**src/inc/sjt_pkg.sv**
```systemverilog
// Shared constants, types and decoders of the SRAM boundary-scan test port
//==============================================================================
// What this block does
// [RL1] Sample on test clock rise, launch on fall
// [RL2] Mode select alone steers the controller
// [RL3] Exactly one register between data in/out
// [RL4] Data out shows selected register's last stage
// [RL5] No reset pin; reset via mode select only
// [RL6] Five rising edges with select high reset
// [RL7] Power-up forces the controller into reset
// [RL8] Instruction acts in idle and data states
// [RL9] Instruction register shifts only when selected
// [RL10] Reset and power-up preset identify instruction
// [RL11] Bypass is a single-bit shift stage
// [RL12] Identify captures fixed 32-bit code at capture
// [RL13] Identification register shifts out in shift
// [RL14] Boundary register captures I/O ring at capture
// [RL15] Captured boundary contents shift out in shift
// [RL16] Several instructions select the boundary register
// [RL17] Each boundary bit tied to one bump
// [RL18] Standard sixteen-state controller with both paths
// [RL19] Data out driven only in shift states
package sjt_pkg;

   //===========================================================================
   // Register sizes
   localparam int unsigned IR_W    = 3;
   localparam int unsigned ID_W    = 32;
   localparam int unsigned BSR_LEN = 109;

   //===========================================================================
   // Instruction codes and values after reset or capture
   localparam logic [IR_W-1:0] INS_EXTEST  = 3'h0;
   localparam logic [IR_W-1:0] INS_IDCODE  = 3'h1;
   localparam logic [IR_W-1:0] INS_SAMPLE  = 3'h4;
   localparam logic [IR_W-1:0] INS_PRELOAD = 3'h5;
   localparam logic [IR_W-1:0] INS_BYPASS  = 3'h7;
   localparam logic [IR_W-1:0] IR_CAPTURE  = 3'h1;

   //===========================================================================
   // Counts and buffer shape
   localparam logic [2:0]  TMS_RESET_CNT = 3'h5;
   localparam int unsigned BUF_DEPTH     = 2;
   localparam int unsigned BUF_WIDTH     = 2;

   //===========================================================================
   // Controller states
   typedef enum logic [3:0] {
      ST_TLR   = 4'hf,
      ST_RTI   = 4'hc,
      ST_SELDR = 4'h7,
      ST_CAPDR = 4'h6,
      ST_SHDR  = 4'h2,
      ST_EX1DR = 4'h1,
      ST_PADR  = 4'h3,
      ST_EX2DR = 4'h0,
      ST_UPDR  = 4'h5,
      ST_SELIR = 4'h4,
      ST_CAPIR = 4'he,
      ST_SHIR  = 4'ha,
      ST_EX1IR = 4'h9,
      ST_PAIR  = 4'hb,
      ST_EX2IR = 4'h8,
      ST_UPIR  = 4'hd
   } sjt_state_e;

   // Instructions that place the boundary register in the path
   function automatic logic sjt_sel_bsr(input logic [IR_W-1:0] ins);
      return (ins == INS_EXTEST) || (ins == INS_SAMPLE) || (ins == INS_PRELOAD);
   endfunction : sjt_sel_bsr

   // Shift states are the only ones that drive the data output
   function automatic logic sjt_is_shift(input sjt_state_e st);
      return (st == ST_SHDR) || (st == ST_SHIR);
   endfunction : sjt_is_shift

endpackage : sjt_pkg

```
**src/core/sjt_tap.sv**
```systemverilog
// Boundary-scan test access port of the SRAM, sampled on the system clock
`timescale 1ns/1ns
module sjt_tap #(
   // Arbitrary neutral identification value, bit 0 fixed high
   parameter logic [31:0] ID_CODE = 32'h0a5c_3001
) (
   input  wire logic                        sys_clk_i,
   input  wire logic                        arst_n_i,
   input  wire logic                        tck_i,
   input  wire logic                        tms_i,
   input  wire logic                        tdi_i,
   input  wire logic [sjt_pkg::BSR_LEN-1:0] ring_i,
   output logic                             tdo_o,
   output logic                             tdo_oe_o
);

   //===========================================================================
   // Declarations
   logic [2:0]                  pin_s;
   logic                        tck_s;
   logic                        tms_s;
   logic                        tdi_s;
   logic [sjt_pkg::BSR_LEN-1:0] ring_s;
   logic                        tck_d_q;
   logic                        tck_rise;
   logic                        tck_fall;
   logic                        rise_pend_q;
   logic                        tms_smp_q;
   logic                        tdi_smp_q;
   logic                        proc;
   sjt_pkg::sjt_state_e         state_q;
   sjt_pkg::sjt_state_e         state_nx;
   logic [sjt_pkg::IR_W-1:0]    ir_sh_q;
   logic [sjt_pkg::IR_W-1:0]    ir_act_q;
   logic                        byp_q;
   logic [sjt_pkg::ID_W-1:0]    id_sh_q;
   logic [sjt_pkg::BSR_LEN-1:0] bsr_q;
   logic                        sel_id;
   logic                        sel_bsr;
   logic                        scan_lsb;
   logic                        push_q;
   logic                        buf_in_ready;
   logic                        buf_out_valid;
   logic [1:0]                  buf_out_data;
   logic [2:0]                  tms_ones_q;
   logic                        tdo_q;
   logic                        tdo_oe_q;

   //===========================================================================
   // Controller next state; mode select is the only steering input
   function automatic sjt_pkg::sjt_state_e next_state(input sjt_pkg::sjt_state_e st,
                                                      input logic tms);
      case (st)
         sjt_pkg::ST_TLR:   return tms ? sjt_pkg::ST_TLR   : sjt_pkg::ST_RTI;
         sjt_pkg::ST_RTI:   return tms ? sjt_pkg::ST_SELDR : sjt_pkg::ST_RTI;
         sjt_pkg::ST_SELDR: return tms ? sjt_pkg::ST_SELIR : sjt_pkg::ST_CAPDR;
         sjt_pkg::ST_CAPDR: return tms ? sjt_pkg::ST_EX1DR : sjt_pkg::ST_SHDR;
         sjt_pkg::ST_SHDR:  return tms ? sjt_pkg::ST_EX1DR : sjt_pkg::ST_SHDR;
         sjt_pkg::ST_EX1DR: return tms ? sjt_pkg::ST_UPDR  : sjt_pkg::ST_PADR;
         sjt_pkg::ST_PADR:  return tms ? sjt_pkg::ST_EX2DR : sjt_pkg::ST_PADR;
         sjt_pkg::ST_EX2DR: return tms ? sjt_pkg::ST_UPDR  : sjt_pkg::ST_SHDR;
         sjt_pkg::ST_UPDR:  return tms ? sjt_pkg::ST_SELDR : sjt_pkg::ST_RTI;
         sjt_pkg::ST_SELIR: return tms ? sjt_pkg::ST_TLR   : sjt_pkg::ST_CAPIR;
         sjt_pkg::ST_CAPIR: return tms ? sjt_pkg::ST_EX1IR : sjt_pkg::ST_SHIR;
         sjt_pkg::ST_SHIR:  return tms ? sjt_pkg::ST_EX1IR : sjt_pkg::ST_SHIR;
         sjt_pkg::ST_EX1IR: return tms ? sjt_pkg::ST_UPIR  : sjt_pkg::ST_PAIR;
         sjt_pkg::ST_PAIR:  return tms ? sjt_pkg::ST_EX2IR : sjt_pkg::ST_PAIR;
         sjt_pkg::ST_EX2IR: return tms ? sjt_pkg::ST_UPIR  : sjt_pkg::ST_SHIR;
         sjt_pkg::ST_UPIR:  return tms ? sjt_pkg::ST_SELDR : sjt_pkg::ST_RTI;
         default:           return sjt_pkg::ST_TLR;
      endcase
   endfunction : next_state

   //===========================================================================
   // Pin synchronisers; the test clock is just another sampled level
   sjt_sync #(
      .WIDTH (3)
   ) u_pin_sync (
      .sys_clk_i (sys_clk_i),
      .arst_n_i  (arst_n_i),
      .async_i   ({tck_i, tms_i, tdi_i}),
      .sync_o    (pin_s)
   );

   // Ring cells come from pads, so they are synchronised too
   sjt_sync #(
      .WIDTH (sjt_pkg::BSR_LEN)
   ) u_ring_sync (
      .sys_clk_i (sys_clk_i),
      .arst_n_i  (arst_n_i),
      .async_i   (ring_i),
      .sync_o    (ring_s)
   );

   assign tck_s = pin_s[2];
   assign tms_s = pin_s[1];
   assign tdi_s = pin_s[0];

   //===========================================================================
   // Test clock edge detection
   always_ff @(posedge sys_clk_i or negedge arst_n_i) begin
      if (!arst_n_i) begin
         tck_d_q <= 1'b0;
      end else begin
         tck_d_q <= tck_s;
      end
   end

   assign tck_rise = tck_s && !tck_d_q; // RL1
   assign tck_fall = !tck_s && tck_d_q; // RL1

   // Inputs frozen at the rising edge, so a late step still sees them
   always_ff @(posedge sys_clk_i or negedge arst_n_i) begin
      if (!arst_n_i) begin
         tms_smp_q <= 1'b1;
         tdi_smp_q <= 1'b0;
      end else if (tck_rise) begin
         tms_smp_q <= tms_s; // RL1
         tdi_smp_q <= tdi_s; // RL1
      end
   end

   // Pending step; a new edge wins over the clear of the old one
   always_ff @(posedge sys_clk_i or negedge arst_n_i) begin
      if (!arst_n_i) begin
         rise_pend_q <= 1'b0;
      end else if (tck_rise) begin
         rise_pend_q <= 1'b1;
      end else if (proc) begin
         rise_pend_q <= 1'b0;
      end
   end

   // A full output buffer stalls the step instead of dropping a bit
   assign proc     = rise_pend_q && buf_in_ready && !push_q;
   assign state_nx = next_state(state_q, tms_smp_q);

   //===========================================================================
   // Controller state; power-up lands in reset, no reset pin exists
   always_ff @(posedge sys_clk_i or negedge arst_n_i) begin
      if (!arst_n_i) begin
         state_q <= sjt_pkg::ST_TLR; // RL7 RL5
      end else if (proc) begin
         state_q <= state_nx; // RL2 RL18 RL6
      end
   end

   //===========================================================================
   // Instruction register: shift stage and active stage
   always_ff @(posedge sys_clk_i or negedge arst_n_i) begin
      if (!arst_n_i) begin
         ir_sh_q  <= sjt_pkg::INS_IDCODE; // RL10
         ir_act_q <= sjt_pkg::INS_IDCODE; // RL10
      end else if (proc) begin
         if (state_nx == sjt_pkg::ST_TLR) begin
            ir_sh_q  <= sjt_pkg::INS_IDCODE; // RL10
            ir_act_q <= sjt_pkg::INS_IDCODE; // RL10
         end else if (state_q == sjt_pkg::ST_CAPIR) begin
            ir_sh_q <= sjt_pkg::IR_CAPTURE; // RL9
         end else if (state_q == sjt_pkg::ST_SHIR) begin
            ir_sh_q <= {tdi_smp_q, ir_sh_q[sjt_pkg::IR_W-1:1]}; // RL9
         end else if (state_q == sjt_pkg::ST_UPIR) begin
            // Takes effect from idle or the data path states onward
            ir_act_q <= ir_sh_q; // RL8
         end
      end
   end

   // Data register selection from the active instruction
   assign sel_id  = (ir_act_q == sjt_pkg::INS_IDCODE);
   assign sel_bsr = sjt_pkg::sjt_sel_bsr(ir_act_q); // RL16

   //===========================================================================
   // Bypass stage
   always_ff @(posedge sys_clk_i or negedge arst_n_i) begin
      if (!arst_n_i) begin
         byp_q <= 1'b0;
      end else if (proc && !sel_id && !sel_bsr) begin
         if (state_q == sjt_pkg::ST_CAPDR) begin
            byp_q <= 1'b0;
         end else if (state_q == sjt_pkg::ST_SHDR) begin
            byp_q <= tdi_smp_q; // RL11
         end
      end
   end

   // Identification register
   always_ff @(posedge sys_clk_i or negedge arst_n_i) begin
      if (!arst_n_i) begin
         id_sh_q <= '0;
      end else if (proc && sel_id) begin
         if (state_q == sjt_pkg::ST_CAPDR) begin
            id_sh_q <= ID_CODE; // RL12
         end else if (state_q == sjt_pkg::ST_SHDR) begin
            id_sh_q <= {tdi_smp_q, id_sh_q[sjt_pkg::ID_W-1:1]}; // RL13
         end
      end
   end

   // Boundary register; bit k is bump position k+1, shifted out first
   always_ff @(posedge sys_clk_i or negedge arst_n_i) begin
      if (!arst_n_i) begin
         bsr_q <= '0;
      end else if (proc && sel_bsr) begin
         if (state_q == sjt_pkg::ST_CAPDR) begin
            bsr_q <= ring_s; // RL14 RL17
         end else if (state_q == sjt_pkg::ST_SHDR) begin
            bsr_q <= {tdi_smp_q, bsr_q[sjt_pkg::BSR_LEN-1:1]}; // RL15
         end
      end
   end

   //===========================================================================
   // Last stage of the one register in the path
   always_comb begin
      if (state_q == sjt_pkg::ST_SHIR) begin
         scan_lsb = ir_sh_q[0]; // RL3 RL4
      end else if (sel_id) begin
         scan_lsb = id_sh_q[0]; // RL3 RL4
      end else if (sel_bsr) begin
         scan_lsb = bsr_q[0]; // RL3 RL4
      end else begin
         scan_lsb = byp_q; // RL3 RL4
      end
   end

   // Push one bit per step, a cycle after the registers settle
   always_ff @(posedge sys_clk_i or negedge arst_n_i) begin
      if (!arst_n_i) begin
         push_q <= 1'b0;
      end else if (proc) begin
         push_q <= 1'b1;
      end else if (buf_in_ready) begin
         push_q <= 1'b0;
      end
   end

   // Buffer drained only on the falling edge, so the launch waits there
   sjt_obuf #(
      .WIDTH (sjt_pkg::BUF_WIDTH),
      .DEPTH (sjt_pkg::BUF_DEPTH)
   ) u_obuf (
      .sys_clk_i   (sys_clk_i),
      .arst_n_i    (arst_n_i),
      .in_valid_i  (push_q),
      .in_ready_o  (buf_in_ready),
      .in_data_i   ({sjt_pkg::sjt_is_shift(state_q), scan_lsb}), // RL19
      .out_valid_o (buf_out_valid),
      .out_ready_i (tck_fall),
      .out_data_o  (buf_out_data)
   );

   //===========================================================================
   // Output launch on the falling test clock edge
   always_ff @(posedge sys_clk_i or negedge arst_n_i) begin
      if (!arst_n_i) begin
         tdo_q    <= 1'b0;
         tdo_oe_q <= 1'b0;
      end else if (tck_fall && buf_out_valid) begin
         tdo_q    <= buf_out_data[0]; // RL1 RL4
         tdo_oe_q <= buf_out_data[1]; // RL19
      end
   end

   assign tdo_o    = tdo_q;
   assign tdo_oe_o = tdo_oe_q;

   //===========================================================================
   // Helper: consecutive steps taken with mode select high
   always_ff @(posedge sys_clk_i or negedge arst_n_i) begin
      if (!arst_n_i) begin
         tms_ones_q <= '0;
      end else if (proc) begin
         if (!tms_smp_q) begin
            tms_ones_q <= '0;
         end else if (tms_ones_q != sjt_pkg::TMS_RESET_CNT) begin
            tms_ones_q <= 3'(tms_ones_q + 1'b1);
         end
      end
   end
endmodule : sjt_tap

```
**src/core/sjt_sync.sv**
```systemverilog
// Two-stage synchroniser for levels entering the system clock domain
`timescale 1ns/1ns
module sjt_sync #(
   parameter int unsigned WIDTH = 1
) (
   input  wire logic             sys_clk_i,
   input  wire logic             arst_n_i,
   input  wire logic [WIDTH-1:0] async_i,
   output logic      [WIDTH-1:0] sync_o
);

   logic [WIDTH-1:0] meta_q;
   logic [WIDTH-1:0] sync_q;

   //===========================================================================
   // Per-bit flop pairs; first stage feeds only the second
   genvar gi;
   generate
      for (gi = 0; gi < WIDTH; gi++) begin : g_bit
         always_ff @(posedge sys_clk_i or negedge arst_n_i) begin
            if (!arst_n_i) begin
               meta_q[gi] <= 1'b0;
               sync_q[gi] <= 1'b0;
            end else begin
               meta_q[gi] <= async_i[gi];
               sync_q[gi] <= meta_q[gi];
            end
         end
      end
   endgenerate

   assign sync_o = sync_q;

endmodule : sjt_sync

```
**src/core/sjt_obuf.sv**
```systemverilog
// Small FIFO with valid/ready on both sides for launched output bits
`timescale 1ns/1ns
module sjt_obuf #(
   parameter int unsigned WIDTH = 2,
   parameter int unsigned DEPTH = 2
) (
   input  wire logic             sys_clk_i,
   input  wire logic             arst_n_i,
   input  wire logic             in_valid_i,
   output logic                  in_ready_o,
   input  wire logic [WIDTH-1:0] in_data_i,
   output logic                  out_valid_o,
   input  wire logic             out_ready_i,
   output logic      [WIDTH-1:0] out_data_o
);

   localparam int unsigned PW = (DEPTH > 1) ? $clog2(DEPTH) : 1;
   localparam int unsigned CW = $clog2(DEPTH + 1);

   logic [WIDTH-1:0] mem_q [DEPTH];
   logic [PW-1:0]    wr_ptr_q;
   logic [PW-1:0]    rd_ptr_q;
   logic [CW-1:0]    count_q;
   logic             push;
   logic             pop;

   // Honest full and empty straight from the occupancy count
   assign in_ready_o  = (count_q != CW'(DEPTH));
   assign out_valid_o = (count_q != '0);
   assign out_data_o  = mem_q[rd_ptr_q];
   assign push        = in_valid_i && in_ready_o;
   assign pop         = out_valid_o && out_ready_i;

   //===========================================================================
   // Storage and pointers
   always_ff @(posedge sys_clk_i or negedge arst_n_i) begin
      if (!arst_n_i) begin
         for (int i = 0; i < DEPTH; i++) begin
            mem_q[i] <= '0;
         end
      end else if (push) begin
         mem_q[wr_ptr_q] <= in_data_i;
      end
   end

   always_ff @(posedge sys_clk_i or negedge arst_n_i) begin
      if (!arst_n_i) begin
         wr_ptr_q <= '0;
         rd_ptr_q <= '0;
      end else begin
         if (push) begin
            wr_ptr_q <= (wr_ptr_q == PW'(DEPTH - 1)) ? '0 : PW'(wr_ptr_q + 1'b1);
         end
         if (pop) begin
            rd_ptr_q <= (rd_ptr_q == PW'(DEPTH - 1)) ? '0 : PW'(rd_ptr_q + 1'b1);
         end
      end
   end

   always_ff @(posedge sys_clk_i or negedge arst_n_i) begin
      if (!arst_n_i) begin
         count_q <= '0;
      end else if (push && !pop) begin
         count_q <= CW'(count_q + 1'b1);
      end else if (pop && !push) begin
         count_q <= CW'(count_q - 1'b1);
      end
   end
endmodule : sjt_obuf

```
**config.mk**
```make
export PLATFORM = sky130hd
export DESIGN_NAME = sjt_tap
export DESIGN_NICKNAME = d
export VERILOG_FILES = /design/src/inc/sjt_pkg.sv /design/src/core/sjt_tap.sv /design/src/core/sjt_sync.sv /design/src/core/sjt_obuf.sv
export SDC_FILE = /design/constraint.sdc
export NUM_CORES = 1
export LEC_CHECK = 0
export BUFFER_PORTS_ARGS = -buffer_cell sky130_fd_sc_hd__buf_2
export CAP_MARGIN = 20
export CORE_MARGIN = 10
export CORE_UTILIZATION = 50
export CTS_CLUSTER_SIZE = 25
export DETAILED_ROUTE_END_ITERATION = 7
export GPL_ROUTABILITY_DRIVEN = 0
export PLACE_DENSITY = 0.75
export SLEW_MARGIN = 10
export SYNTH_ARGS = -nofsm -noshare
export SYNTH_HDL_FRONTEND = slang
export SYNTH_SLANG_ARGS = --single-unit
```
**constraint.sdc**
```tcl
create_clock -name sys_clk_i -period 2.47 [get_ports sys_clk_i]
set_clock_uncertainty 0.15 [all_clocks]
set_input_delay 0.494 -clock sys_clk_i [delete_from_list [all_inputs] [get_ports sys_clk_i]]
set_output_delay 0.494 -clock sys_clk_i [all_outputs]
set_load 0.02 [all_outputs]
```
**After elaboration in Yosys (flattened, before gate mapping)**

Index checks and enable logic that the tools add are counted.

- Input bits: 114
- Bits in writable memories: 0
- Bits in registers: 391
- ROM bits: 0
- Word-level logic and storage cells: 356
- Bits in latches: 0
- Output and inout port bits: 2
- Memories: 0

- Shift operators: 0
- Multipliers: 0
- Equal/unequal tests: 22
- $lt $le $gt $ge: 3
- Reductions and logical operators: 40
- Div/mod/pow operators: 0
- Add/sub/neg operators: 4
- Multiplexer cells: 43
- Bitwise operators: 2

Operators with widths:

| cell | number |
|---|---|
| 109-bit 2-to-1 mux | 2 |
| 32-bit 2-to-1 mux | 2 |
| 4-bit case mux with 12 select lines | 1 |
| 4-bit equality test, second input constant | 9 |
| 3-bit 2-to-1 mux | 11 |
| 2-bit 2-to-1 mux | 12 |
| 4-bit by 3-bit equality test with 1-bit output, second input constant | 4 |
| 1-bit logical AND | 13 |
| 1-bit 2-to-1 mux | 12 |
| 2-bit nonzero test | 6 |
| 4-bit by 2-bit equality test with 1-bit output, second input constant | 2 |
| 2-bit AND reduction | 4 |
| 1-bit logical NOT | 7 |
| 3-bit equality test, second input constant | 2 |
| 2-bit inequality test, second input constant | 3 |
| 4-bit bitwise mux | 1 |
| 4-bit by 1-bit equality test with 1-bit output, second input constant | 1 |
| 2-bit greater-or-equal comparator, second input constant | 2 |
| 4-bit logical NOT | 1 |
| 4-bit 2-to-1 mux | 1 |
| 1-bit inverter with 2-bit output | 2 |
| 4-bit AND reduction | 1 |
| 2-bit OR reduction | 2 |
| 3-bit by 1-bit equality test with 1-bit output, second input constant | 1 |
| 9 further kinds | 12 |

**Longest topological paths before layout**

Gate-level depths: netlist of run 1.

- Depth after elaboration: 7
- Gate-level depth with buffers: 7
- Mapped depth without buffers: 7

**By module**

A second synthesis of run 1 with hierarchy kept.

- Cells, all modules: 962
- Area total of the unflattened synthesis: 13266.5 um2

Modules (own cells, without submodules):

| module | area each (um2) | instances | cells an instance |
|---|---|---|---|
| sjt_tap | 7273.2 | 1 | 711 |
| sjt_sync (u_ring_sync) | 5455.2 | 1 | 218 |
| sjt_obuf | 387.9 | 1 | 27 |
| sjt_sync (u_pin_sync) | 150.1 | 1 | 6 |

**Least setup slack after synthesis of run 1**

Ideal clock, no wire load.

- Path kind: register to register
- From: register state_q[1]
- To: register bsr_q[36] (netlist name)
- Library setup time: 0.125 ns
- Buffers on the path: 3
- Arrival: 2.027 ns
- Required time: 2.195 ns
- Slack: 0.168 ns
- Stages on the path, launching flop included: 7
- Cell sequence: dfstp_2 nor4bb_1 clkbuf_1 buf_2 buf_2 mux2_2 mux2_4

- Word-level cells in the longest chain between the ends: 3
- Elaborated cells on any way between the ends: 5
- Those cells by class: eq/ne: 2; mux: 1; reduce/logical: 2

Ends and longest elaborated chain:

| item | line | RTL |
|---|---|---|
| from (decl) | sjt_tap.sv:31 | `sjt_pkg::sjt_state_e state_q;` |
| from (signal assigned) | sjt_tap.sv:142 | `state_q <= sjt_pkg::ST_TLR;` |
| from (signal assigned) | sjt_tap.sv:144 | `state_q <= state_nx;` |
| 4-bit by 3-bit equality test with 1-bit output / 4-bit by 2-bit equality test with 1-bit output (equally long branches) | sjt_tap.sv:205, sjt_tap.sv:207 |  |
| 2-bit nonzero test (no line) | -- |  |
| 2-bit AND reduction (no line) | -- |  |
| to (signal assigned) | sjt_tap.sv:206 | `bsr_q <= ring_s;` |
| to (signal assigned) | sjt_tap.sv:208 | `bsr_q <= {tdi_smp_q, bsr_q[sjt_pkg::BSR_LEN-1:1]};` |
| to (decl) | sjt_tap.sv:37 | `logic [sjt_pkg::BSR_LEN-1:0] bsr_q;` |

Parallel ways exist; a longest one is shown, timed or not.
A chain may end at the register's enable or synchronous reset.

**Worst setup path after layout of run 1**

- From: register state_q[2]
- To: register bsr_q[6] (netlist name)

The elaborated chain is that of the path after synthesis.

==> metrics.txt, run 1 <==
run status=complete, no violations; Worst-path clk slew=~0.06 ns; fin util=64.5%; Synth Cell Area=approximately 0.014 sq mm; CP Capture Type=flip-flop; Synth Area in Compound Gates=between 1 and 1.5%; Die X=between 150 and 200 um; via count=7059; Worst Hold Class=reg -> reg; Cell Chain, Critical Path=nor4bb_4, buf_12, buf_12, mux2_2, mux2_2; PwrDens=1050 mW/mm^2; top_reg_cell synth=dfrtp_1; largest net degree at the start of global routing=73; clk root buf=clkbuf_16; post-route minimum period=roughly 2.3 ns; CTS max path bufs=3; top cell type's share of synthesized area=a little over two thirds; final worst setup slack=approximately 0.20 ns; CP Depth=5; Sum Neg Setup Slack=0 ns; xor and xnor area share after synthesis=0.321%; layout cell share with drive strength beyond 1=41.9%; Crit. Startpoint=state_q[2]$_DFFE_PN1P_; post-synthesis simple-gate area fraction=around 3%; reg2reg start=state_q[2]$_DFFE_PN1P_; cell count after synthesis=slightly above 800; die height=185 um; Worst slew margin=between 60% and 70%; CP max FO=26; mux cell area share after synthesis=21.6%; main combinational cell family by area after synthesis=multiplexers; routed len/inst=between 15 and 20 um; # rows=60; Worst R2R Path Depth=5; Mapped Nets=about 930; Clock Latency Late Sink=roughly 0.52 ns; most common cell in the netlist=dfrtp_1; RSZ-0062 raised after global routing=false; LEAKAGE=8.25 nW; fin crit share=around nine tenths; sequential share of the synthesized area=71.7%; synth unique cells=42; syn avg cell area=about 17 sq um; vias in the first global route=approximately 8k; setup bufs post-CTS=0; critical path class=reg -> reg; Max-cap violations=0; initial antenna violation count=0; Sw Ratio=25.3%; worst path required time=2.73 ns; n_diodes=0; combinational share of power=21.7%; Synth area leaders=dfrtp_1 70%, mux2_2 20%, dfstp_2 1.3%, mux2i_1 1.0%, mux2_4 0.99%; Fmax=approximately 0.44 GHz; Inserted Clock Buffers=39; reg2reg end=bsr_q[6]$_DFFE_PN0P_; Synth top cells by count=384 x dfrtp_1, 238 x mux2_2, 24 x nor2_1; Synth Warn #=0; final setup fails=0; Internal=around 14 mW; CP delay by family, top=multiplexers; Flop pwr share=between 40% and 50%; I/O pins=116; drt pass-1 iters=5; Adder-Cell Fraction of Synth Area=less than 1%; clock net sink count=around 400; NumNets Final=1187; Cell Area, Placed=0.0148 sq mm; initial core utilization=between 50% and 60%; GRT Total Usage=roughly 15%; Peak VDD IR=~1000 uV; Hold Fails Final Rpt=0; Remaining DRCs=0; core area=about 0.027 sq mm; worst hold slack=about 0.19 ns; EDFF count, synth=0; grt ovf=0; H-tree depth=2; Yosys reg bits=a little under 400; CP bufs+invs=2; IO Port Bufs=~120; worst slew pin tran=0.548 ns; Clk pwr share=around a third; slowest stage delay, CP=about 0.62 ns; Place WS=between 0.15 and 0.2 ns; area leader, netlist=dfrtp_1; final instance area=between 0.015 and 0.02 sq mm; CP max stage cell=dfstp_2; post-cts sizing count=0; DP Wirelength=13400 um; DRT Wirelength=24300 um; flop2flop setup slack=0.20 ns; first-pass GRT wire length=around 40000 um; 1st-iter DRT viols=between 300 and 400; Critical path destination=bsr_q[6]$_DFFE_PN0P_; asr flop ratio synth=100%; final slew viol count=0; DIE AREA=approximately 0.034 sq mm; ANT nets after route=0; TritonCTS clock tree=built; Critical Path AT=between 2 and 3 ns; Switch Pwr=4.61 mW; synthesis-to-finish area growth=27.0%; startpoint types=flip-flop; Vias per Instance=around 5
[through the flow]
| step | power [mW] | std cells |
|---|---|---|
| finish | 18.2 | 1444 |
| global route | 19.2 | 1444 |
| CTS | 18.4 | 1444 |
| detailed placement | 12.0 | 1259 |
| global placement | 11.8 | 1259 |
| floorplan | 11.0 | 819 |
[power by group through the flow]
stage / Combinational, mW / Sequential [mW] / Clock (mW)
after floorplan: 3.05 / 7.91 / 0
after global placement: 3.70 / 8.11 / 0
after detailed placement: 3.82 / 8.15 / 0
after CTS: 3.99 / 8.05 / 6.36
after global routing: 4.34 / 8.19 / 6.68
final: 3.96 / 8.05 / 6.22
[registers in the layout, summed over array words and instances (netlist names), 2 cells and up]
signal and flops:
u_pin_sync.sync_o 3, u_pin_sync.meta_q 3, u_obuf.count_q 2, bsr_q 109, u_obuf.mem_q 4, u_ring_sync.sync_o 109, u_ring_sync.meta_q 109, ir_sh_q 3
state_q 4, ir_act_q 3, id_sh_q 32
[cells by family (layout without fill, tap and decap cells)]
kind of cell    count (synthesis)  in the layout
buf+inv                        53            337
fa+ha+maj                       1              1
simple gates                   79             79
compound gates                 29             29
flops                         391            391
xor+xnor                        5              5
mux                           261            261
[layout make-up]
class,instances,area [sq um]
fillers,1873,9530
inverters,16,60.1
multi-input cells,375,3640
clock buffers,49,1080
well taps,341,427
clock inverters,23,300
flip-flops and latches,391,9790
repair buffers,249,2050
[how the worst min path moves through the flow]
stage                                          start                               end  slack [ns]  depth (start not counted)
finish              u_ring_sync.meta_q[62]$_DFF_PN0_  u_ring_sync.sync_o[62]$_DFF_PN0_        0.19                          0
CTS                                         arst_n_i  u_ring_sync.meta_q[26]$_DFF_PN0_        0.19                          2
floorplan                                   arst_n_i              bsr_q[0]$_DFFE_PN0P_        0.05                          0
global placement                            arst_n_i  u_ring_sync.meta_q[32]$_DFF_PN0_        0.15                          1
detailed placement                          arst_n_i  u_ring_sync.meta_q[32]$_DFF_PN0_        0.15                          1
global route                                arst_n_i  u_ring_sync.meta_q[28]$_DFF_PN0_        0.20                          2
[per-layer routing]
metal  track usage (%)  vias to the layer above  share of wire [%]
met4              4.58                        0                2.3
met3              3.47                       49                4.2
li1                  -                     3315                  -
met5                 0                        -                  0
met2              25.7                      128                 52
met1              17.9                     3567                 41
[cell usage in the layout (no fill, tap or decap), types with 2 or more instances in the layout]
master         Yosys  final
clkinv_4           0      2
clkbuf_1          13      6
xor2_1             2      2
buf_12             0     14
clkinv_2           0     10
bufinv_16          0      6
clkbuf_8           0      2
buf_2             22    114
o31ai_1            2      2
inv_6              0      2
clkinvlp_4         0      2
nor2b_1           20     20
buf_4              0      7
nand3_1            3      3
nand2_1           14     14
dlygate4sd3_1      0    113
mux2i_1           14     14
nand4_1            2      2
a21oi_1            4      4
mux2_4             9      9
a22o_1             2      2
nor3_1             2      2
o21ai_0           12     12
dfrtp_1          384    384
mux2_2           238    238
a21o_1             2      2
nand2b_1           2      2
inv_1             16     16
dfstp_2            7      7
xnor2_1            3      3
clkbuf_16          0     41
nor2_1            24     24
[timing repair]
item / 4_1_cts / 5_1_grt
endpoints found under the hold margin: 217 / 0
hold buffers: 113 / 0
setup endpoints to repair: 0 / 0
(Power assumes the default switching activity.)
==> run 2: changes to the inputs <==
--- a/config.mk
+++ b/config.mk
@@ -16,4 +16,5 @@
 export SLEW_MARGIN = 10
 export SYNTH_ARGS = -nofsm -noshare
 export SYNTH_HDL_FRONTEND = slang
+export SYNTH_HIERARCHICAL = 1
 export SYNTH_SLANG_ARGS = --single-unit
==> run 2 against run 1 <==
Die area down 2.5%. First-iteration DRC count is 110% higher. Setup slack got worse by 0.0088 ns. Global-route usage grew 0.16 points. Clock-buffer cell count rose by 5. Hold slack improved by 0.0037 ns. Final cell count up 8.2%. Critical endpoint is now bsr_q[37]$_DFFE_PN0P_. Largest cell class unchanged.
==> metrics.txt, run 2 <==
worst slew pin tran=0.450 ns (was 0.548 ns); largest net degree at the start of global routing=78 (was 73); Cell Chain, Critical Path=or3b_1, nor4_4, buf_12, buf_12, nor2_1, a21oi_1 (was nor4bb_4, buf_12, buf_12, mux2_2, mux2_2); Synth Warn #=6 (was 0); Max-cap violations=0 (unchanged); drt pass-1 iters=4 (was 5); area leader, netlist=dfrtp_1 (unchanged); vias in the first global route=8426 (was 7981); synthesis-to-finish area growth=26.7% (was 27.0%); run status=complete, no violations (unchanged); top cell type's share of synthesized area=72.4% (was 70.4%); Clock Latency Late Sink=0.52 ns (about the same); Synth area leaders=dfrtp_1 72%, mux2i_1 8.5%, a21oi_1 4.3%, nor2_1 3.1%, nand2_1 2.2% (was dfrtp_1 70%, mux2_2 20%, dfstp_2 1.3%, mux2i_1 1.0%, mux2_4 0.99%); Die X=183 um (was 185 um); area of the multi-input gates=0.00319 sq mm (was 0.00364 sq mm); layout cell share with drive strength beyond 1=18.6% (was 41.9%); Synth top cells by count=384 x dfrtp_1, 113 x a21oi_1, 112 x mux2i_1 (was 384 x dfrtp_1, 238 x mux2_2, 24 x nor2_1); DIE AREA=0.0334 sq mm (was 0.0343 sq mm); critical path class=reg -> reg (unchanged); n_diodes=0 (unchanged); fin crit share=92.2% (was 91.9%); CTS max path bufs=3 (unchanged); clk root buf=clkbuf_16 (unchanged); DP Wirelength=14000 um (was 13400 um); post-route minimum period=2.28 ns (was 2.27 ns); synth unique cells=43 (was 42); I/O pins=116 (unchanged); flop2flop setup slack=0.19 ns (was 0.20 ns); Vias per Instance=4.88 (was 4.89); startpoint types=flip-flop (unchanged); CP Capture Type=flip-flop (unchanged); top_reg_cell synth=dfrtp_1 (unchanged); grt ovf=0 (unchanged); ANT nets after route=0 (unchanged); clock net sink count=391 (unchanged); Worst slew margin=69.8% (was 63.1%); GRT Total Usage=15.0% (was 14.8%); initial core utilization=50.9% (was 50.8%); initial antenna violation count=1 (was 0); final setup fails=0 (unchanged); RSZ-0062 raised after global routing=false (unchanged); H-tree depth=2 (unchanged); Pwr Total=18.5 mW (was 18.2 mW); Sum Neg Setup Slack=0 ns (unchanged); Fmax=0.439 GHz (was 0.441 GHz); # rows=59 (was 60); sequential share of the synthesized area=73.8% (was 71.7%); DRT Wirelength=24600 um (was 24300 um); commonest non-fill, non-tap cells in the layout=384 x dfrtp_1, 114 x buf_2, 113 x a21oi_1, 113 x dlygate4sd3_1, 112 x mux2i_1 (was 384 x dfrtp_1, 238 x mux2_2, 114 x buf_2); first-pass GRT wire length=41600 um (was 40700 um); Remaining DRCs=0 (unchanged); Worst Hold Class=reg -> reg (unchanged); syn avg cell area=13.8 sq um (was 16.7 sq um); most common cell in the netlist=dfrtp_1 (unchanged); Sequential Area=0.00979 sq mm (unchanged); LEAKAGE=7.54 nW (was 8.25 nW); cell count after synthesis=962 (was 819); CP max stage cell=dfstp_2 (unchanged); Inserted Clock Buffers=39 (unchanged); asr flop ratio synth=100% (unchanged); FILL cells=1824 (was 1873); IO Port Bufs=115 (unchanged); Critical Path AT=2.56 ns (was 2.53 ns); via count=7620 (was 7059); TritonCTS clock tree=built (unchanged); Mapped Nets=1077 (was 934); Synth Cell Area=0.0133 sq mm (was 0.0137 sq mm); most common cell after layout, fill and taps aside=dfrtp_1 (unchanged); PwrDens=1100 mW/mm^2 (was 1050 mW/mm^2); die height=183 um (was 185 um); Worst-path clk slew=0.07 ns (was 0.06 ns); 1st-iter DRT viols=686 (was 329); EDFF count, synth=0 (unchanged); final slew viol count=0 (unchanged); CP max FO=74 (was 26); worst hold slack=0.193 ns (was 0.189 ns); most frequent CP cell=buf_12; CP bufs+invs=2 (unchanged); routed len/inst=15.7 um (was 16.8 um); CP delay by family, top=simple AND/OR/NAND/NOR gates (was multiplexers); Hold Fails Final Rpt=0 (unchanged); post-cts sizing count=0 (unchanged); core area=0.0261 sq mm (was 0.0269 sq mm); Peak VDD IR=747 uV (was 1010 uV); Yosys reg bits=391 (unchanged); NumNets Final=1314 (was 1187); worst path required time=2.75 ns (was 2.73 ns); slowest stage delay, CP=0.61 ns (was 0.62 ns)
-- run 2: cell count changes in the layout (fill, tap and decap cells not counted), moves of 7 or more --
cell      before  now
nand2_1       14   79
mux2_4         9    2
nand3b_1       0   23
nor2_1        24  111
inv_1         16    5
o21ai_0       12   20
mux2_2       238   13
a21oi_1        4  113
mux2i_1       14  112
nor2b_1       20    4
-- run 2: where the power goes --
group | leakage, nW | total (mW) | internal [mW] | switching, mW
combinational | 2.29 | 3.80 | 1.87 | 1.93
clock | 0.654 | 6.07 | 3.66 | 2.41
sequential | 4.59 | 8.65 | 7.81 | 0.841
-- run 2: stage by stage --
| stage | cell area, sq um | setup slack, ns | cells | utilization, % |
|---|---|---|---|---|
| global route | 16800 | 0.0709 | 1562 | 64.5 |
| floorplan | 13300 | 0.487 | 962 | - |
| finish | 16800 | 0.192 | 1562 | 64.5 |
| CTS | 16800 | 0.250 | 1562 | 64.5 |
| global placement | 14300 | 0.310 | 1380 | 55.0 |
| detailed placement | 14300 | 0.253 | 1380 | 55.0 |
-- run 2: cell families (layout without fill, tap and decap cells) --
kind of cell / Yosys count / after routing / synth area share [%]
flip-flops: 391 / 391 / 73.8
AND/OR/NAND/NOR: 234 / 234 / 7.93
AO/OA/AOI/OAI: 146 / 146 / 5.80
multiplexers: 127 / 127 / 9.78
buffers and inverters: 58 / 323 / 2.24
XOR/XNOR: 5 / 5 / 0.330
adder cells (fa/ha/maj): 1 / 1 / 0.0943
-- run 2: worst paths after layout --
check | to | startpoint | cells past startpoint
worst max-delay path | bsr_q[37]$_DFFE_PN0P_ | state_q[1]$_DFFE_PN1P_ | 6
worst min-delay path | u_ring_sync/sync_o[53]$_DFF_PN0_ | u_ring_sync/meta_q[53]$_DFF_PN0_ | 0
worst max register to register | bsr_q[37]$_DFFE_PN0P_ | state_q[1]$_DFFE_PN1P_ | 6
worst min register to register | u_ring_sync/sync_o[53]$_DFF_PN0_ | u_ring_sync/meta_q[53]$_DFF_PN0_ | 0
max in group asynchronous | state_q[3]$_DFFE_PN1P_ | arst_n_i | 3
min in group asynchronous | u_pin_sync/meta_q[2]$_DFF_PN0_ | arst_n_i | 2
-- run 2: repair_timing --
| action | 4_1_cts | 5_1_grt |
|---|---|---|
| setup buffers | 0 | 0 |
| hold endpoints to repair | 147 | 0 |
| hold buffers | 113 | 0 |
-- run 2: per-layer routing --
layer | GRT usage (%) | vias to the layer above | wire length [um]
met5 | 0 | - | 0
met4 | 4.55 | 0 | 508
met3 | 3.15 | 40 | 1110
met2 | 25.3 | 131 | 12500
met1 | 19.0 | 3757 | 10500
li1 | - | 3692 | -
-- run 2: cell type report --
| class | instances | area share, % |
|---|---|---|
| tap | 335 | 2.49 |
| sequential | 391 | 58.3 |
| clock inverter | 15 | 1.24 |
| multi-input combinational | 513 | 19.0 |
| clock buffer | 54 | 6.75 |
| inverter | 5 | 0.112 |
| timing repair buffer | 249 | 12.2 |
==> run 3: changes to the inputs <==
--- a/config.mk
+++ b/config.mk
@@ -5,6 +5,7 @@
 export SDC_FILE = /design/constraint.sdc
 export NUM_CORES = 1
 export LEC_CHECK = 0
+export ABC_AREA = 1
 export BUFFER_PORTS_ARGS = -buffer_cell sky130_fd_sc_hd__buf_2
 export CAP_MARGIN = 20
 export CORE_MARGIN = 10
==> run 3 against run 2 <==
Flip-flop and latch count unchanged. Clock power is 3.6% lower. Wire length up 15%. Non-clock buffer count increased by 7. Die area hardly changed. Highest routed layer unchanged.
==> metrics.txt, run 3 <==
run status=complete, no violations (unchanged); Hold Fails Final Rpt=0 (unchanged); hold depth=0 (unchanged); 1st-iter DRT viols=874 (was 686); most frequent CP cell=a21oi_1 (was buf_12); Synth Area in Compound Gates=9.83% (was 5.80%); Fmax=0.439 GHz (about the same); Worst slew margin=44.8% (was 69.8%); post-synthesis simple-gate area fraction=12.9% (was 7.93%); Post-CTS Hold Buffers=113 (unchanged); Vias per Instance=5.14 (was 4.88); most common cell in the netlist=dfrtp_1 (unchanged); Worst R2R Path Depth=8 (was 6); xor and xnor area share after synthesis=0.0660% (was 0.330%); Max-cap violations=0 (unchanged); Sum Neg Setup Slack=0 ns (unchanged); critical path class=reg -> reg (unchanged); first-pass GRT wire length=47800 um (was 41600 um); asr flop ratio synth=100% (unchanged); Remaining DRCs=0 (unchanged); core area=0.0261 sq mm (unchanged); H-tree depth=2 (unchanged); n_diodes=0 (unchanged); setup bufs post-CTS=0 (unchanged); main combinational cell family by area after synthesis=simple AND/OR/NAND/NOR gates (was multiplexers); Adder-Cell Fraction of Synth Area=0.0943% (about the same); most common cell after layout, fill and taps aside=dfrtp_1 (unchanged); fin crit share=92.2% (about the same); # rows=59 (unchanged); drt pass-1 iters=6 (was 4); via count=8950 (was 7620); DRT Wirelength=28200 um (was 24600 um); CP max FO=77 (was 74); Place WS=0.244 ns (was 0.253 ns); clock net sink count=391 (unchanged); Synth top cells by count=384 x dfrtp_1, 224 x a21oi_1, 142 x nor2_1 (was 384 x dfrtp_1, 113 x a21oi_1, 112 x mux2i_1); post-cts sizing count=0 (unchanged); grt ovf=0 (unchanged); IO Port Bufs=115 (unchanged); worst path required time=2.71 ns (was 2.75 ns); Worst Hold Class=reg -> reg (unchanged); Crit. Startpoint=u_obuf/count_q[0]$_DFFE_PN0P_ (was state_q[1]$_DFFE_PN1P_); commonest non-fill, non-tap cells in the layout=384 x dfrtp_1, 224 x a21oi_1, 141 x nor2_1 (was 384 x dfrtp_1, 114 x buf_2, 113 x a21oi_1, 113 x dlygate4sd3_1, 112 x mux2i_1); initial core utilization=50.9% (about the same); CP delay by family, top=simple AND/OR/NAND/NOR gates (unchanged); Inserted Clock Buffers=39 (unchanged); worst slew pin tran=0.828 ns (was 0.450 ns); routed len/inst=16.2 um (was 15.7 um); synth unique cells=26 (was 43); Cell Chain, Critical Path=inv_2, nand2_4, nand3_1, nor3_4, clkinv_2, buf_4, a21oi_1, a21oi_1 (was or3b_1, nor4_4, buf_12, buf_12, nor2_1, a21oi_1); vias in the first global route=9488 (was 8426); Clock Latency Late Sink=0.51 ns (was 0.52 ns); Yosys reg bits=391 (unchanged); Synth Warn #=6 (unchanged); ANT nets after route=0 (unchanged); synthesis-to-finish area growth=26.1% (was 26.7%); cell count after synthesis=1150 (was 962); CP max stage cell=dfrtp_1 (was dfstp_2); clk root buf=clkbuf_16 (unchanged); top_reg_cell synth=dfrtp_1 (unchanged); syn avg cell area=11.5 sq um (was 13.8 sq um); Mapped Nets=1265 (was 1077); layout cell share with drive strength beyond 1=16.1% (was 18.6%); CP Capture Type=flip-flop (unchanged); LEAKAGE=7.42 nW (was 7.54 nW); Peak VDD IR=783 uV (was 747 uV); TritonCTS clock tree=built (unchanged); largest net degree at the start of global routing=111 (was 78); Synth Cell Area=0.0133 sq mm (about the same); DP Wirelength=15200 um (was 14000 um); Die X=183 um (about the same); NumNets Final=1492 (was 1314); I/O pins=116 (unchanged); post-route minimum period=2.28 ns (about the same); top cell type's share of synthesized area=72.4% (about the same); Synth area leaders=dfrtp_1 72%, a21oi_1 8.4%, nand3_1 4.5%, nor2_1 4.0%, nand2_1 3.1% (was dfrtp_1 72%, mux2i_1 8.5%, a21oi_1 4.3%, nor2_1 3.1%, nand2_1 2.2%); FILL cells=1907 (was 1824); CTS max path bufs=3 (unchanged); mux cell area share after synthesis=0.170% (was 9.78%); reg2reg start=u_obuf/count_q[0]$_DFFE_PN0P_ (was state_q[1]$_DFFE_PN1P_); PwrDens=1080 mW/mm^2 (was 1100 mW/mm^2); die height=183 um (about the same); area leader, netlist=dfrtp_1 (unchanged); EDFF count, synth=0 (unchanged); DIE AREA=0.0335 sq mm (was 0.0334 sq mm); sequential share of the synthesized area=73.8% (about the same); final slew viol count=0 (unchanged); slowest stage delay, CP=0.39 ns (was 0.61 ns); startpoint types=flip-flop (unchanged); CP Depth=8 (was 6); initial antenna violation count=0 (was 1); GRT Total Usage=17.1% (was 15.0%); Critical Path AT=2.51 ns (was 2.56 ns); CP bufs+invs=3 (was 2); HP Start=u_ring_sync/meta_q[12]$_DFF_PN0_ (was u_ring_sync/meta_q[53]$_DFF_PN0_); Worst-path clk slew=0.07 ns (about the same); final worst setup slack=0.192 ns (about the same); final setup fails=0 (unchanged); RSZ-0062 raised after global routing=false (unchanged)
-- run 3: cell type report --
cell class | count | area [sq um] | area share, %
Clock inverter | 14 | 159 | 0.950
Tap cell | 335 | 419 | 2.50
Inverter | 29 | 110 | 0.658
Multi-Input combinational cell | 660 | 3090 | 18.4
Timing Repair Buffer | 256 | 2050 | 12.3
Sequential cell | 391 | 9790 | 58.5
Clock buffer | 55 | 1120 | 6.67
-- run 3: cell families (layout without fill, tap and decap cells) --
family	after synthesis	count (layout)
mux	2	2
flops	391	391
fa+ha+maj	1	1
buf+inv	99	354
xor+xnor	1	1
simple gates	397	397
compound gates	259	259
-- run 3: worst paths after layout --
path	slack, ns	endpoint
worst max register to register	0.19	bsr_q[20]$_DFFE_PN0P_
min in group asynchronous	0.38	u_ring_sync/sync_o[90]$_DFF_PN0_
worst max-delay path	0.19	bsr_q[20]$_DFFE_PN0P_
worst min register to register	0.19	u_ring_sync/sync_o[12]$_DFF_PN0_
max in group asynchronous	1.06	tms_smp_q$_DFFE_PN1P_
worst min-delay path	0.19	u_ring_sync/sync_o[12]$_DFF_PN0_
-- run 3: metrics by stage --
step,cell area [sq um],power (mW),utilization [%],instances,hold WS (ns)
2_1_floorplan,13300,11.0,-,1150,0.0484
3_3_place_gp,14300,12.0,55.0,1558,0.182
3_5_place_dp,14300,12.2,55.0,1558,0.185
4_1_cts,16700,18.2,64.2,1740,0.198
5_1_grt,16700,19.2,64.2,1740,0.202
6_report,16700,18.1,64.2,1740,0.193
-- run 3: routing by layer --
| metal | vias up | share of wire, % | global-route usage [%] |
|---|---|---|---|
| met2 | 223 | 52 | 29.6 |
| met3 | 49 | 4.8 | 3.41 |
| met1 | 4392 | 41 | 21.2 |
| met4 | 0 | 2.6 | 5.62 |
| met5 | - | 0 | 0 |
| li1 | 4286 | - | - |
-- run 3: power breakdown --
part | leakage, nW | internal, mW | total, mW | switching (mW)
Combinational | 2.21 | 1.37 | 3.76 | 2.40
Clock | 0.630 | 3.47 | 5.85 | 2.37
Sequential | 4.58 | 7.75 | 8.53 | 0.776
Total | 7.42 | 12.6 | 18.1 | 5.55
